===== src/core/mrr_pkg.sv =====
package mrr_pkg;

  // Bus and register geometry.
  localparam int          APB_AW           = 12;
  localparam int          APB_DW           = 32;
  localparam int          NUM_PAIRS        = 4;
  localparam int          FIELD_W          = 2;

  // Printed register offsets are indices; byte address is four times them.
  localparam logic [11:0] IDX_INIT_CTRL    = 12'h094;
  localparam logic [11:0] IDX_REFRESH_CTRL = 12'h0bf;
  localparam logic [11:0] IDX_STATUS       = 12'h0c1;
  localparam logic [11:0] IDX_EVENT_COUNT  = 12'h0c2;
  localparam logic [11:0] ADDR_INIT_CTRL    = 12'(IDX_INIT_CTRL * 4);
  localparam logic [11:0] ADDR_REFRESH_CTRL = 12'(IDX_REFRESH_CTRL * 4);
  localparam logic [11:0] ADDR_STATUS       = 12'(IDX_STATUS * 4);
  localparam logic [11:0] ADDR_EVENT_COUNT  = 12'(IDX_EVENT_COUNT * 4);

  // Field positions in the memory interface init control register.
  localparam int          INIT_DONE_BIT    = 27;
  localparam int          DEV_PRESENT_BIT  = 24;

  // Field positions of the four pair selects in the refresh register.
  localparam int          PAIR0_LSB        = 0;
  localparam int          PAIR1_LSB        = 2;
  localparam int          PAIR2_LSB        = 4;
  localparam int          PAIR3_LSB        = 6;

  // Field positions in the status register.
  localparam int          STAT_ACTIVE_LSB  = 0;
  localparam int          STAT_RUN_BIT     = 4;
  localparam int          STAT_PRESENT_BIT = 5;

  // Values after reset.
  localparam logic [7:0]  REFRESH_RESET    = 8'h00;
  localparam logic [1:0]  INIT_RESET       = 2'h0;

  // Interval select codes.
  localparam logic [1:0]  SEL_OFF          = 2'h0;
  localparam logic [1:0]  SEL_1US95        = 2'h1;
  localparam logic [1:0]  SEL_3US9         = 2'h2;
  localparam logic [1:0]  SEL_7US8         = 2'h3;

  // Interval times and the clock period, in nanoseconds.
  localparam int          CLK_PERIOD_NS    = 50;
  localparam int          T_1US95_NS       = 1950;
  localparam int          T_3US9_NS        = 3900;
  localparam int          T_7US8_NS        = 7800;

  // All three intervals round down to whole cycles, never below one.
  localparam int          CYC_1US95 = (T_1US95_NS / CLK_PERIOD_NS < 1) ? 1 :
                                      T_1US95_NS / CLK_PERIOD_NS;
  localparam int          CYC_3US9  = (T_3US9_NS / CLK_PERIOD_NS < 1) ? 1 :
                                      T_3US9_NS / CLK_PERIOD_NS;
  localparam int          CYC_7US8  = (T_7US8_NS / CLK_PERIOD_NS < 1) ? 1 :
                                      T_7US8_NS / CLK_PERIOD_NS;
  localparam int          CNT_W     = 8;

  // Bus slave phase of the APB answer.
  typedef enum logic [0:0] {ST_IDLE, ST_ANSWER} mrr_bus_e;

endpackage : mrr_pkg


===== src/core/mrr_pair_timer.sv =====
`timescale 1ns/1ps
module mrr_pair_timer
  import mrr_pkg::*;
#(
  parameter int W = CNT_W
)
(
  // Clock and reset.
  input  wire logic       pclk,
  input  wire logic       presetn,
  // Control.
  input  wire logic       enable,
  input  wire logic [1:0] sel,
  // Refresh request pulse.
  output logic            req
);

  logic [W-1:0] cnt_q;
  logic [W-1:0] cnt_d;
  logic [1:0]   sel_q;
  logic [1:0]   sel_d;
  logic         req_q;
  logic         req_d;

  // Cycle count of one interval for a select code.
  function automatic logic [W-1:0] interval_cycles(input logic [1:0] s);
    case (s)
      SEL_1US95: interval_cycles = W'(CYC_1US95);
      SEL_3US9:  interval_cycles = W'(CYC_3US9);
      SEL_7US8:  interval_cycles = W'(CYC_7US8);
      default:   interval_cycles = '0;
    endcase
  endfunction : interval_cycles

  // A new select restarts the interval so no short first period appears.
  always_comb
  begin
    cnt_d = cnt_q;
    sel_d = sel;
    req_d = 1'b0;
    if (!enable || sel == SEL_OFF || sel != sel_q)
    begin
      cnt_d = interval_cycles(sel) - W'(1);
    end
    else if (cnt_q == '0)
    begin
      req_d = 1'b1;
      cnt_d = interval_cycles(sel) - W'(1);
    end
    else
    begin
      cnt_d = cnt_q - W'(1);
    end
  end

  // Registers of the interval counter.
  always_ff @(posedge pclk or negedge presetn)
  begin
    if (!presetn)
    begin
      cnt_q <= '0;
      sel_q <= SEL_OFF;
      req_q <= 1'b0;
    end
    else
    begin
      cnt_q <= cnt_d;
      sel_q <= sel_d;
      req_q <= req_d;
    end
  end

  assign req = req_q;

endmodule : mrr_pair_timer


===== src/core/mrr_refresh_ctrl.sv =====
`timescale 1ns/1ps
module mrr_refresh_ctrl
  import mrr_pkg::*;
#(
  parameter int PAIRS = NUM_PAIRS
)
(
  // Clock and reset.
  input  wire logic                  pclk,
  input  wire logic                  presetn,
  // APB slave.
  input  wire logic                  psel,
  input  wire logic                  penable,
  input  wire logic                  pwrite,
  input  wire logic [APB_AW-1:0]     paddr,
  input  wire logic [APB_DW-1:0]     pwdata,
  output logic      [APB_DW-1:0]     prdata,
  output logic                       pready,
  output logic                       pslverr,
  // Refresh requests toward the channel pairs.
  output logic      [PAIRS-1:0]      refresh_req,
  // Init complete level toward the memory interface.
  output logic                       refresh_running
);

  mrr_bus_e          bus_q;
  mrr_bus_e          bus_d;
  logic [APB_DW-1:0] prdata_q;
  logic [APB_DW-1:0] prdata_d;
  logic              pready_q;
  logic              pready_d;
  logic              pslverr_q;
  logic              pslverr_d;
  logic [7:0]        refresh_ctrl_q;
  logic [7:0]        refresh_ctrl_d;
  logic              init_done_q;
  logic              init_done_d;
  logic              dev_present_q;
  logic              dev_present_d;
  logic [PAIRS-1:0]  req_w;
  logic [PAIRS-1:0]  req_q;
  logic [7:0]        evt_cnt_q [PAIRS];
  logic [7:0]        evt_cnt_d [PAIRS];
  logic              wr_take;
  logic              known;
  logic [APB_DW-1:0] rd_word;

  // Select code of one pair taken from the packed refresh register.
  function automatic logic [1:0] pair_sel(input logic [7:0] r,
                                          input int         p);
    pair_sel = r[p*FIELD_W +: FIELD_W];
  endfunction : pair_sel

  // Address decoder shared by read and write paths.
  function automatic logic addr_known(input logic [APB_AW-1:0] a);
    if (a == ADDR_INIT_CTRL)
      addr_known = 1'b1;
    else if (a == ADDR_REFRESH_CTRL)
      addr_known = 1'b1;
    else if (a == ADDR_STATUS)
      addr_known = 1'b1;
    else if (a == ADDR_EVENT_COUNT)
      addr_known = 1'b1;
    else
      addr_known = 1'b0;
  endfunction : addr_known

  assign known   = addr_known(paddr);
  // A write lands only at the edge where the master sees pready high.
  assign wr_take = psel && penable && pready_q && pwrite && known;

  // Read multiplexer; unused bits read as zero.
  always_comb
  begin
    rd_word = '0;
    if (paddr == ADDR_INIT_CTRL)
    begin
      rd_word[INIT_DONE_BIT]   = init_done_q;
      rd_word[DEV_PRESENT_BIT] = dev_present_q;
    end
    else if (paddr == ADDR_REFRESH_CTRL)
    begin
      rd_word[7:0] = refresh_ctrl_q;
    end
    else if (paddr == ADDR_STATUS)
    begin
      for (int p = 0; p < PAIRS; p++)
        rd_word[STAT_ACTIVE_LSB + p] = init_done_q &&
                                       pair_sel(refresh_ctrl_q, p) != SEL_OFF;
      rd_word[STAT_RUN_BIT]     = init_done_q;
      rd_word[STAT_PRESENT_BIT] = dev_present_q;
    end
    else if (paddr == ADDR_EVENT_COUNT)
    begin
      for (int p = 0; p < PAIRS; p++)
        rd_word[p*8 +: 8] = evt_cnt_q[p];
    end
  end

  // APB answer: one wait state, then pready for a single cycle.
  always_comb
  begin
    bus_d     = bus_q;
    prdata_d  = prdata_q;
    pready_d  = 1'b0;
    pslverr_d = 1'b0;
    case (bus_q)
      ST_IDLE:
      begin
        if (psel && penable)
        begin
          bus_d     = ST_ANSWER;
          pready_d  = 1'b1;
          pslverr_d = !known;
          prdata_d  = pwrite ? '0 : rd_word;
        end
      end
      ST_ANSWER:
      begin
        bus_d = ST_IDLE;
      end
      default:
      begin
        bus_d = ST_IDLE;
      end
    endcase
  end

  // Registers written by software.
  always_comb
  begin
    refresh_ctrl_d = refresh_ctrl_q;
    init_done_d    = init_done_q;
    dev_present_d  = dev_present_q;
    if (wr_take && paddr == ADDR_REFRESH_CTRL)
    begin
      refresh_ctrl_d[PAIR3_LSB +: FIELD_W] =
        pwdata[PAIR3_LSB +: FIELD_W];
      refresh_ctrl_d[PAIR2_LSB +: FIELD_W] =
        pwdata[PAIR2_LSB +: FIELD_W];
      refresh_ctrl_d[PAIR1_LSB +: FIELD_W] =
        pwdata[PAIR1_LSB +: FIELD_W];
      refresh_ctrl_d[PAIR0_LSB +: FIELD_W] =
        pwdata[PAIR0_LSB +: FIELD_W];
    end
    else if (wr_take && paddr == ADDR_INIT_CTRL)
    begin
      init_done_d   = pwdata[INIT_DONE_BIT];
      dev_present_d = pwdata[DEV_PRESENT_BIT];
    end
  end

  // Count issued refreshes per pair; the counts wrap at 255.
  always_comb
  begin
    for (int p = 0; p < PAIRS; p++)
      evt_cnt_d[p] = req_w[p] ? evt_cnt_q[p] + 8'h01 : evt_cnt_q[p];
  end

  // State registers of the bus slave and the software registers.
  always_ff @(posedge pclk or negedge presetn)
  begin
    if (!presetn)
    begin
      bus_q          <= ST_IDLE;
      prdata_q       <= '0;
      pready_q       <= 1'b0;
      pslverr_q      <= 1'b0;
      refresh_ctrl_q <= REFRESH_RESET;
      init_done_q    <= INIT_RESET[1];
      dev_present_q  <= INIT_RESET[0];
      req_q          <= '0;
      for (int p = 0; p < PAIRS; p++)
        evt_cnt_q[p] <= 8'h00;
    end
    else
    begin
      bus_q          <= bus_d;
      prdata_q       <= prdata_d;
      pready_q       <= pready_d;
      pslverr_q      <= pslverr_d;
      refresh_ctrl_q <= refresh_ctrl_d;
      init_done_q    <= init_done_d;
      dev_present_q  <= dev_present_d;
      req_q          <= req_w;
      for (int p = 0; p < PAIRS; p++)
        evt_cnt_q[p] <= evt_cnt_d[p];
    end
  end

  // One interval timer per pair; each restarts when its code changes.
  for (genvar g = 0; g < PAIRS; g++)
  begin : g_pair
    mrr_pair_timer #(
      .W       (CNT_W)
    ) u_timer (
      .pclk    (pclk),
      .presetn (presetn),
      .enable  (init_done_q),
      .sel     (pair_sel(refresh_ctrl_q, g)),
      .req     (req_w[g])
    );
  end

  // Outputs straight from flip-flops.
  assign prdata          = prdata_q;
  assign pready          = pready_q;
  assign pslverr         = pslverr_q;
  assign refresh_req     = req_q;
  assign refresh_running = init_done_q;

endmodule : mrr_refresh_ctrl


===== config.mk =====
export PLATFORM = sky130hd
export DESIGN_NAME = mrr_refresh_ctrl
export DESIGN_NICKNAME = d
export VERILOG_FILES = /design/src/core/mrr_pkg.sv /design/src/core/mrr_pair_timer.sv /design/src/core/mrr_refresh_ctrl.sv
export SDC_FILE = /design/constraint.sdc
export NUM_CORES = 1
export LEC_CHECK = 0
export ABC_CLOCK_PERIOD_IN_PS = 3900
export BUFFER_PORTS_ARGS = -buffer_cell sky130_fd_sc_hd__buf_2
export CORE_MARGIN = 2
export CORE_UTILIZATION = 45
export CTS_BUF_LIST = sky130_fd_sc_hd__clkbuf_8
export CTS_CLUSTER_DIAMETER = 120
export CTS_CLUSTER_SIZE = 30
export DETAILED_ROUTE_END_ITERATION = 12
export PLACE_DENSITY = 0.73
export SLEW_MARGIN = 20
export SYNTH_ARGS = -nofsm -noshare
export SYNTH_HDL_FRONTEND = slang
export SYNTH_HIERARCHICAL = 1
export SYNTH_SLANG_ARGS = --single-unit

===== constraint.sdc =====
create_clock -name pclk -period 3.9 [get_ports pclk]
set_clock_uncertainty 0.05 [all_clocks]
set_input_delay 0.78 -clock pclk [delete_from_list [all_inputs] [get_ports pclk]]
set_output_delay 0.78 -clock pclk [all_outputs]
set_load 0.01 [all_outputs]

==> metrics.csv, run 1 <==
stage,metric,value,unit
synth,largest area contributor in the netlist,dfrtp_1,
layout,fraction of layout instances using a drive strength above 1,24.1,%
setup_path,required arrival time at the worst endpoint,4.17,ns
synth,number of enable-type register cells in the synthesized netlist,0,
cts,# resized after CTS,0,
detailed_routing,count of vias placed by the detailed router,3977,
layout,post-route non-filler standard cell count,761,
outcome,run status,"complete, no violations",
sta,RSZ-0062 raised after global routing,false,
synth,combinational family with the most area after synthesis,simple AND/OR/NAND/NOR gates,
cts,clock tree from TritonCTS,built,
sta,number of max-slew violations in the final report,0,
synth,fraction of registers with async set/reset,100,%
layout,Final #Nets,662,
sta,count of endpoints failing setup in the final report,0,
placement,pre-CTS worst setup slack,1.18,ns
setup_path,worst-path cell chain,"buf_2, nor3b_4, nand4_1, nor2_1, nand2_1, mux2_2",
synth,number of distinct library cells after synthesis,44,
synth,average footprint of a synthesized cell,12.4,sq um
synth,Synth top area share,51.2,%
grt,initial antenna violation count,0,
setup_path,Setup crit end,refresh_ctrl_q[6]$_DFFE_PN0P_,
job,Max Cap Viol,0,
setup_path,crit path capture type,register,
layout,growth of design area from synthesis to finish,15.2,%
power,Max IR drop VDD,0.211,mV
grt,global-route wire length before repair,19800,microns
synth,"flops & latches, synth",124,
sta,"Hold Violations, Final",0,
detailed_routing,# DRC,0,
detailed_routing,final routed wire length divided by cell count,15.4,microns
synth,Synthesized Nets,580,
hold_path,Hold WC Path Type,primary input to async pin,
power,cell internal power dissipation,1.93,mW
setup_path,FF-to-FF Start,bus_q$_DFF_PN0_,
synth,cells taking the most area after synthesis,"dfrtp_1 (51%), ha_1 (8.3%), mux2i_1 (5.1%)",
grt,via count of the first global-routing pass,4124,
synth,multiplexer share of the synthesized area,7.72,%
synth,"synthesized-area fraction occupied by ao, oa, aoi and oai cells",7.76,%
setup_path,Worst Reg2Reg Path Length in Cells,6,
placement,GP Congestion,0.854,
setup_path,internal reg-to-reg setup slack,1.79,ns
setup_path,origin of the worst setup path,paddr[11],
grt,global router's overall resource usage,17.4,%
setup_path,data arrival time at the worst-slack endpoint,2.56,ns
power,share of total power consumed by net switching,22.7,%
detailed_routing,number of vias per cell after detailed routing,5.23,
cts,total CTS buffers,17,
power,switching component of the power,570,uW
cts,CTS H-tree lvls,4,
die,floorplan row count,42,
grt,largest net degree at the start of global routing,78,
cts,clock-pin slew reported for the worst setup and hold paths after clock tree synthesis,0.07,ns
sta,clock period minus worst slack,2.30,ns
cts,TritonCTS Sinks,124,
power,Clk network pwr share,45.9,%
sta,highest attainable clock frequency,435,MHz
placement,sum of net half-perimeters after detailed placement,8330,microns
synth,dominant register cell in the synthesized netlist,dfrtp_1,
setup_path,classification of the worst setup path,primary input to register,
power,sequential share of power,51.4,%
die,height of the die,120,microns
placement,DP Cell Count,730,
cts,number of buffers inserted by post-CTS setup repair,0,
die,die outline area,14400,sq um
layout,final-layout fill cell count,1154,
power,Combinational Power Share,2.7,%
setup_path,crit-path max FO,9,
detailed_routing,number of optimization iterations in the first detailed-route pass,4,
die,initial cell density of the core,46.0,%
synth,Synth Area in XOR/XNOR,9.10,%
sta,transition time at the pin with the least slew margin,0.586,ns
setup_path,worst flop-to-flop path endpoint,prdata[0]$_DFFE_PN0P_,
setup_path,Critical Path Source Type,primary input,
synth,share of the yosys chip area belonging to registers,51.2,%
sta,Relative slew margins,60.9,%
cts,worst skew pair latency,0.43,ns
cts,root buffer selected by CTS,clkbuf_8,
detailed_routing,ANT nets after route,0,
sta,worst-case setup margin in the final layout,1.60,ns
sta,Worst Hold Slack,0.287,ns
power,leakage power of the design,3.45,nW
detailed_routing,initial DRC count,268,
setup_path,standard cell with the maximum stage delay on the critical path,nor3b_4,
synth,netlist area before placement,6060,sq um
placement,port buffer count,65,
die,Die Wd,120,microns
synth,number of instances in the synthesized netlist,491,
power,Pwr Density,358,nW/um^2
sta,final worst-path cycle share,58.9,%
cts,hold bufs inserted after CTS,0,
synth,adder and majority gate portion of the synthesized area,8.25,%
synth,warning count from the yosys run,6,
setup_path,Crit path largest cell delay,0.39,ns
grt,total gr overflow,0,
detailed_routing,Total Wirelength,11700,microns
layout,final design utilization,53.0,%
die,placeable core region,13200,sq um
layout,antenna cells,0,
cts,"buffers from clock root to sink, at most",2,
synth,Synth Area in Simple Gates,13.9,%
die,# IOs,88,
sta,Final TNS setup,0,ns
==> worst max-delay path: cells and delay by family <==
kind | cells | cell delay (ns)
buffers and inverters | 1 | 0.11
muxes | 1 | 0.36
and+or+nand+nor | 4 | 1.30
==> cell usage in the layout, fill, tap and decap left out, types with 5 or more instances in the layout <==
cell type	instances
o21ai_0	17
xor2_1	30
mux2_2	14
mux2i_1	31
a22o_1	27
a22o_2	7
clkinvlp_4	5
dfrtp_1	124
and3_1	5
nand3_1	8
clkbuf_8	17
nand2_1	34
nor3_1	6
nand4_1	15
inv_1	17
nor2_1	35
buf_2	64
ha_1	40
xnor2_1	33
==> cells by family (layout without fill, tap and decap cells) <==
logic type / Yosys count / in the layout
buf+inv: 22 / 116
mux: 45 / 45
simple gates: 135 / 135
xor+xnor: 63 / 63
fa+ha+maj: 40 / 40
compound gates: 62 / 62
flops: 124 / 124
==> power groups by stage <==
stage,combinational (mW),clock (mW),sequential (mW)
final,0.0687,1.15,1.29
after CTS,0.0708,1.19,1.29
after global placement,0.0686,0,1.31
after global routing,0.0792,1.25,1.29
after floorplan,0.0197,0,1.31
after detailed placement,0.0706,0,1.31
==> cells in the mapped netlist (all sizes together), types with 5 or more instances <==
master and number:
nor3 7, inv 17, and3 5, xnor2 33
nor2 36, mux2 14, nand4 15, o21ai 17
xor2 30, ha 40, and4 5, dfrtp 124
nand2 37, a22o 34, mux2i 31, nand3 9
==> through the flow <==
step | instance area, sq um | power (mW)
final | 6990 | 2.50
after global routing | 6990 | 2.62
after CTS | 6990 | 2.54
after detailed placement | 6580 | 1.38
after global placement | 6580 | 1.38
after floorplan | 6060 | 1.33
==> registers in the layout, indices dropped and copies added, names as in the netlist <==
| register | flops |
|---|---|
| g_pair.u_timer/cnt_q | 32 |
| bus_q | 1 |
| prdata | 32 |
| evt_cnt_q | 32 |
| refresh_req | 4 |
| pslverr | 1 |
| refresh_running | 1 |
| dev_present_q | 1 |
| g_pair.u_timer/req | 4 |
| refresh_ctrl_q | 8 |
| g_pair.u_timer/sel_q | 8 |
==> metal layers <==
layer	part of all wire, %	up-vias	GRT usage, %
met4	1.3	0	5.51
met3	5.4	15	4.75
met2	47	121	27.6
met1	46	1942	23.2
met5	0	-	0
li1	-	1899	-
==> worst min path at each step <==
stage                                         start  slack [ns]                   endpoint  cells after the start
after floorplan           evt_cnt_q[31]$_DFFE_PN0P_        0.39  evt_cnt_q[31]$_DFFE_PN0P_                      1
after global placement    evt_cnt_q[15]$_DFFE_PN0P_        0.41  evt_cnt_q[15]$_DFFE_PN0P_                      1
after detailed placement  evt_cnt_q[15]$_DFFE_PN0P_        0.41  evt_cnt_q[15]$_DFFE_PN0P_                      1
after CTS                                   presetn        0.30     prdata[11]$_DFFE_PN0P_                      1
after global routing                        presetn        0.33     prdata[11]$_DFFE_PN0P_                      1
final                                       presetn        0.29     prdata[11]$_DFFE_PN0P_                      1
==> layout make-up <==
class | instances | area [sq um] | share of cell area [%]
flip-flops and latches | 124 | 3100 | 44.4
multi-input cells | 345 | 2830 | 40.5
repair buffers | 68 | 363 | 5.19
clock buffers | 17 | 234 | 3.35
well taps | 176 | 220 | 3.15
clock inverters | 14 | 173 | 2.47
inverters | 17 | 63.8 | 0.913
Power figures use the tool's default switching activity.
==> run 2: changes to the inputs <==
--- a/config.mk
+++ b/config.mk
@@ -5,7 +5,7 @@
 export SDC_FILE = /design/constraint.sdc
 export NUM_CORES = 1
 export LEC_CHECK = 0
-export ABC_CLOCK_PERIOD_IN_PS = 3900
+export ABC_CLOCK_PERIOD_IN_PS = 2250
 export BUFFER_PORTS_ARGS = -buffer_cell sky130_fd_sc_hd__buf_2
 export CORE_MARGIN = 2
 export CORE_UTILIZATION = 45
==> constraint.sdc (replaced) <==
create_clock -name pclk -period 2.25 [get_ports pclk]
set_clock_uncertainty 0.05 [all_clocks]
set_input_delay 0.45 -clock pclk [delete_from_list [all_inputs] [get_ports pclk]]
set_output_delay 0.45 -clock pclk [all_outputs]
set_load 0.01 [all_outputs]
==> metrics.csv, run 2 (synthesis gave the netlist of run 1 again) <==
stage,metric,value,unit
die,placeable core region,13200,sq um
setup_path,classification of the worst setup path,register to register,
setup_path,Crit path max-delay family,flip-flops,
sta,transition time at the pin with the least slew margin,0.503,ns
detailed_routing,# DRC,0,
setup_path,origin of the worst setup path,refresh_ctrl_q[4]$_DFFE_PN0P_,
cts,TritonCTS Sinks,124,
placement,port buffer count,65,
sta,number of max-slew violations in the final report,0,
layout,Final Instance Area,7090,sq um
setup_path,Crit path largest cell delay,0.57,ns
placement,sum of net half-perimeters after detailed placement,8880,microns
grt,total gr overflow,0,
layout,area of combinational cells with multiple inputs,2830,sq um
layout,flip-flop and latch area,3100,sq um
outcome,run status,"complete, no violations",
setup_path,crit-path max FO,9,
layout,fraction of layout instances using a drive strength above 1,25.5,%
power,Max IR drop VDD,0.361,mV
detailed_routing,number of vias per cell after detailed routing,5.26,
grt,global router's overall resource usage,17.9,%
die,# IOs,88,
power,overall power consumption,4.26,mW
setup_path,worst-path cell chain,"inv_1, ha_1, nor4b_4, nand2_4, mux2i_1",
cts,clock tree from TritonCTS,built,
power,leakage power of the design,3.52,nW
grt,largest net degree at the start of global routing,49,
sta,clock period minus worst slack,1.89,ns
cts,worst skew pair latency,0.44,ns
cts,CTS H-tree lvls,4,
layout,final-layout fill cell count,1151,
sta,count of endpoints failing setup in the final report,0,
detailed_routing,number of optimization iterations in the first detailed-route pass,4,
die,initial cell density of the core,46.0,%
detailed_routing,Total Wirelength,12200,microns
setup_path,data arrival time at the worst-slack endpoint,2.19,ns
cts,total CTS buffers,17,
setup_path,internal reg-to-reg setup slack,0.36,ns
placement,cell area after placement,6690,sq um
cts,root buffer selected by CTS,clkbuf_8,
setup_path,count of buffer and inverter cells on the critical path,1,
detailed_routing,metal2 WL,6010,microns
setup_path,FF-to-FF Start,refresh_ctrl_q[4]$_DFFE_PN0P_,
sta,Relative slew margins,66.5,%
setup_path,crit path capture type,register,
detailed_routing,length of routed met3 wiring,764,microns
job,Max Cap Viol,0,
detailed_routing,wl on met1,5270,microns
cts,clock-pin slew reported for the worst setup and hold paths after clock tree synthesis,0.07,ns
grt,via count of the first global-routing pass,4145,
grt,initial antenna violation count,0,
detailed_routing,count of vias placed by the detailed router,4088,
setup_path,required arrival time at the worst endpoint,2.55,ns
layout,final design utilization,53.7,%
detailed_routing,initial DRC count,304,
layout,Final #Nets,676,
die,die outline area,14400,sq um
detailed_routing,final routed wire length divided by cell count,15.7,microns
grt,global-route wire length before repair,20300,microns
cts,number of buffers inserted by post-CTS setup repair,0,
detailed_routing,ANT nets after route,0,
setup_path,Critical Path Source Type,register,
layout,growth of design area from synthesis to finish,16.9,%
die,height of the die,120,microns
hold_path,Hold WC Path Type,primary input to register,
die,Die Wd,120,microns
sta,final worst-path cycle share,83.9,%
placement,GP Congestion,0.849,
sta,highest attainable clock frequency,530,MHz
setup_path,standard cell with the maximum stage delay on the critical path,dfrtp_1,
layout,most frequent cells in the layout,"dfrtp_1 (124), buf_2 (64), ha_1 (40)",
sta,"Hold Violations, Final",0,
hold_path,start point of the worst hold path,pwdata[0],
sta,RSZ-0062 raised after global routing,false,
cts,"buffers from clock root to sink, at most",2,
layout,"commonest non-fill, non-tap cell in the layout",dfrtp_1,
sta,Final TNS setup,0,ns
power,Pwr Density,602,nW/um^2
detailed_routing,highest layer used for signal routing,met4,
die,floorplan row count,42,
## run 2: worst paths after layout
path | end | cells past startpoint
worst min-delay path | refresh_ctrl_q[0]$_DFFE_PN0P_ | 2
max in group asynchronous | g_pair[1].u_timer/sel_q[0]$_DFF_PN0_ | 3
worst max-delay path | g_pair[2].u_timer/cnt_q[2]$_DFF_PN0_ | 5
worst max register to register | g_pair[2].u_timer/cnt_q[2]$_DFF_PN0_ | 5
worst min register to register | evt_cnt_q[31]$_DFFE_PN0P_ | 1
min in group asynchronous | prdata[12]$_DFFE_PN0P_ | 2
## run 2: through the flow
stage / std cells / hold WS [ns] / worst slack, ns
CTS: 776 / 0.169 / 0.385
finish: 777 / 0.195 / 0.362
detailed placement: 743 / 0.401 / 0.0995
global route: 776 / 0.182 / 0.298
global placement: 743 / 0.397 / 0.188
floorplan: 491 / 0.104 / 0.327
## run 2: final cells by class
class	instances	share of cell area (%)
Sequential cell	124	43.8
Multi-Input combinational cell	345	39.9
Timing Repair Buffer	82	6.81
Clock buffer	17	3.30
Tap cell	176	3.11
Clock inverter	15	2.12
Inverter	17	0.900
Antenna cell	1	0.0353
## run 2: repair_timing
action / 4_1_cts / 5_1_grt
hold buffers: 1 / 0
gates resized for setup: 0 / 0
hold endpoints to repair: 34 / 0
## run 2: per-layer routing
layer / vias up / GRT usage (%)
li1: 1926 / -
met3: 13 / 4.75
met5: - / 0
met2: 132 / 29.5
met1: 2017 / 23.0
met4: 0 / 5.66
## run 2: report_power, final
| group | internal (mW) | leakage, nW | switching, mW |
|---|---|---|---|
| sequential | 2.23 | 1.56 | 0.00176 |
| clock | 0.978 | 0.187 | 0.923 |
| combinational | 0.0414 | 1.77 | 0.0894 |
| total | 3.25 | 3.52 | 1.01 |
==> run 3: changes to the inputs <==
--- a/config.mk
+++ b/config.mk
@@ -5,7 +5,7 @@
 export SDC_FILE = /design/constraint.sdc
 export NUM_CORES = 1
 export LEC_CHECK = 0
-export ABC_CLOCK_PERIOD_IN_PS = 2250
+export ABC_CLOCK_PERIOD_IN_PS = 1950
 export BUFFER_PORTS_ARGS = -buffer_cell sky130_fd_sc_hd__buf_2
 export CORE_MARGIN = 2
 export CORE_UTILIZATION = 45
==> constraint.sdc (replaced) <==
create_clock -name pclk -period 1.95 [get_ports pclk]
set_clock_uncertainty 0.05 [all_clocks]
set_input_delay 0.39 -clock pclk [delete_from_list [all_inputs] [get_ports pclk]]
set_output_delay 0.39 -clock pclk [all_outputs]
set_load 0.01 [all_outputs]
==> metrics.csv, run 3 (synthesis gave the netlist of run 1 again) <==
stage,metric,value,unit
detailed_routing,count of vias placed by the detailed router,4110,
setup_path,data arrival time at the worst-slack endpoint,2.06,ns
cts,number of buffers inserted by post-CTS setup repair,0,
power,Max IR drop VDD,0.441,mV
die,placeable core region,13200,sq um
sta,Final TNS setup,0,ns
hold_path,hold-critical path depth,2,
placement,pre-CTS worst setup slack,0.0319,ns
layout,growth of design area from synthesis to finish,17.8,%
hold_path,end point of the worst hold path,refresh_ctrl_q[7]$_DFFE_PN0P_,
die,Die Wd,120,microns
detailed_routing,final routed wire length divided by cell count,15.3,microns
grt,global-route wire length before repair,20000,microns
setup_path,FF-to-FF Start,refresh_ctrl_q[7]$_DFFE_PN0P_,
cts,TritonCTS Sinks,124,
detailed_routing,number of optimization iterations in the first detailed-route pass,4,
sta,count of endpoints failing setup in the final report,0,
layout,"commonest non-fill, non-tap cell in the layout",dfrtp_1,
setup_path,required arrival time at the worst endpoint,2.25,ns
sta,worst-case setup margin in the final layout,0.193,ns
die,initial cell density of the core,46.0,%
sta,clock period minus worst slack,1.76,ns
setup_path,crit-path max FO,7,
layout,most frequent cells in the layout,"dfrtp_1 (124), buf_2 (64), ha_1 (40)",
placement,GP Congestion,0.866,
setup_path,worst flop-to-flop path endpoint,g_pair[3].u_timer/cnt_q[2]$_DFF_PN0_,
die,floorplan row count,42,
placement,sum of net half-perimeters after detailed placement,8680,microns
power,leakage power of the design,3.55,nW
cts,total CTS buffers,17,
placement,DP Cell Count,748,
die,# IOs,88,
detailed_routing,number of vias per cell after detailed routing,5.26,
sta,RSZ-0062 raised after global routing,false,
hold_path,start point of the worst hold path,pwdata[7],
power,Pwr Density,701,nW/um^2
detailed_routing,ANT nets after route,0,
setup_path,internal reg-to-reg setup slack,0.19,ns
sta,Relative slew margins,67.6,%
detailed_routing,# DRC,0,
placement,port buffer count,65,
cts,clock-pin slew reported for the worst setup and hold paths after clock tree synthesis,0.08,ns
cts,CTS H-tree lvls,4,
grt,via count of the first global-routing pass,4105,
die,height of the die,120,microns
layout,Final Instance Area,7140,sq um
cts,clock tree from TritonCTS,built,
sta,final worst-path cycle share,90.1,%
layout,Final #Nets,681,
sta,highest attainable clock frequency,569,MHz
sta,number of max-slew violations in the final report,0,
layout,antenna cells,0,
die,die outline area,14400,sq um
cts,"buffers from clock root to sink, at most",2,
setup_path,origin of the worst setup path,refresh_ctrl_q[7]$_DFFE_PN0P_,
detailed_routing,Total Wirelength,12000,microns
setup_path,crit path capture type,register,
job,Max Cap Viol,0,
cts,worst skew pair latency,0.43,ns
setup_path,classification of the worst setup path,register to register,
cts,root buffer selected by CTS,clkbuf_8,
layout,fraction of layout instances using a drive strength above 1,26.3,%
detailed_routing,initial DRC count,279,
hold_path,Hold WC Path Type,primary input to register,
outcome,run status,"complete, no violations",
layout,flip-flop and latch area,3100,sq um
sta,transition time at the pin with the least slew margin,0.482,ns
layout,area of combinational cells with multiple inputs,2840,sq um
setup_path,Critical Path Source Type,register,
grt,initial antenna violation count,0,
setup_path,Worst Reg2Reg Path Length in Cells,5,
placement,cell area after placement,6730,sq um
power,overall power consumption,5.00,mW
sta,"Hold Violations, Final",0,
layout,post-route non-filler standard cell count,781,
grt,global router's overall resource usage,17.7,%
layout,final-layout fill cell count,1121,
grt,total gr overflow,0,
grt,largest net degree at the start of global routing,47,
-- run 3: area by class of cell --
| class | instances | area share [%] |
|---|---|---|
| sequential | 124 | 43.4 |
| multi-input combinational | 345 | 39.7 |
| timing repair buffer | 87 | 7.29 |
| clock buffer | 17 | 3.28 |
| tap | 176 | 3.08 |
| inverter | 17 | 0.893 |
| clock inverter | 15 | 2.31 |
-- run 3: metrics by stage --
step | hold WS [ns] | utilization (%)
2_1_floorplan | 0.0444 | -
3_3_place_gp | 0.288 | 51.0
3_5_place_dp | 0.298 | 51.0
4_1_cts | 0.110 | 54.1
5_1_grt | 0.110 | 54.2
6_report | 0.135 | 54.2
-- run 3: metal layers --
layer	GRT usage [%]	vias up	part of all wire [%]
met5	0	-	0
met4	5.96	0	1.3
met3	5.13	13	5.9
met2	27.9	132	48
met1	23.6	2026	45
li1	-	1939	-
-- run 3: worst max-delay path: stages, from the launching register on --
cell and delay (ns):
dfrtp_1 0.45, inv_1 0.13, ha_1 0.19, nand4b_1 0.29, nor2_4 0.33, mux2i_1 0.23
-- run 3: where the power goes --
part	switching [mW]	internal, mW
clock	1.13	1.15
combinational	0.101	0.0494
sequential	0.00184	2.57
total	1.23	3.78
-- run 3: worst max path at each step --
stage                                                      end  slack [ns]  depth (start not counted)
after floorplan                         prdata[10]$_DFFE_PN0P_        0.09                          6
final                     g_pair[3].u_timer/cnt_q[2]$_DFF_PN0_        0.19                          5
after CTS                 g_pair[3].u_timer/cnt_q[2]$_DFF_PN0_        0.06                          5
after global placement           refresh_ctrl_q[5]$_DFFE_PN0P_        0.04                          7
after global routing      g_pair[3].u_timer/cnt_q[2]$_DFF_PN0_        0.03                          5
after detailed placement         refresh_ctrl_q[0]$_DFFE_PN0P_        0.03                          7
-- run 3: what timing repair did --
action | in CTS | in global routing
hold endpoints to repair | 25 | 0
gates resized for setup | 0 | 1
setup endpoints to repair | 0 | 7
hold buffers | 1 | 0
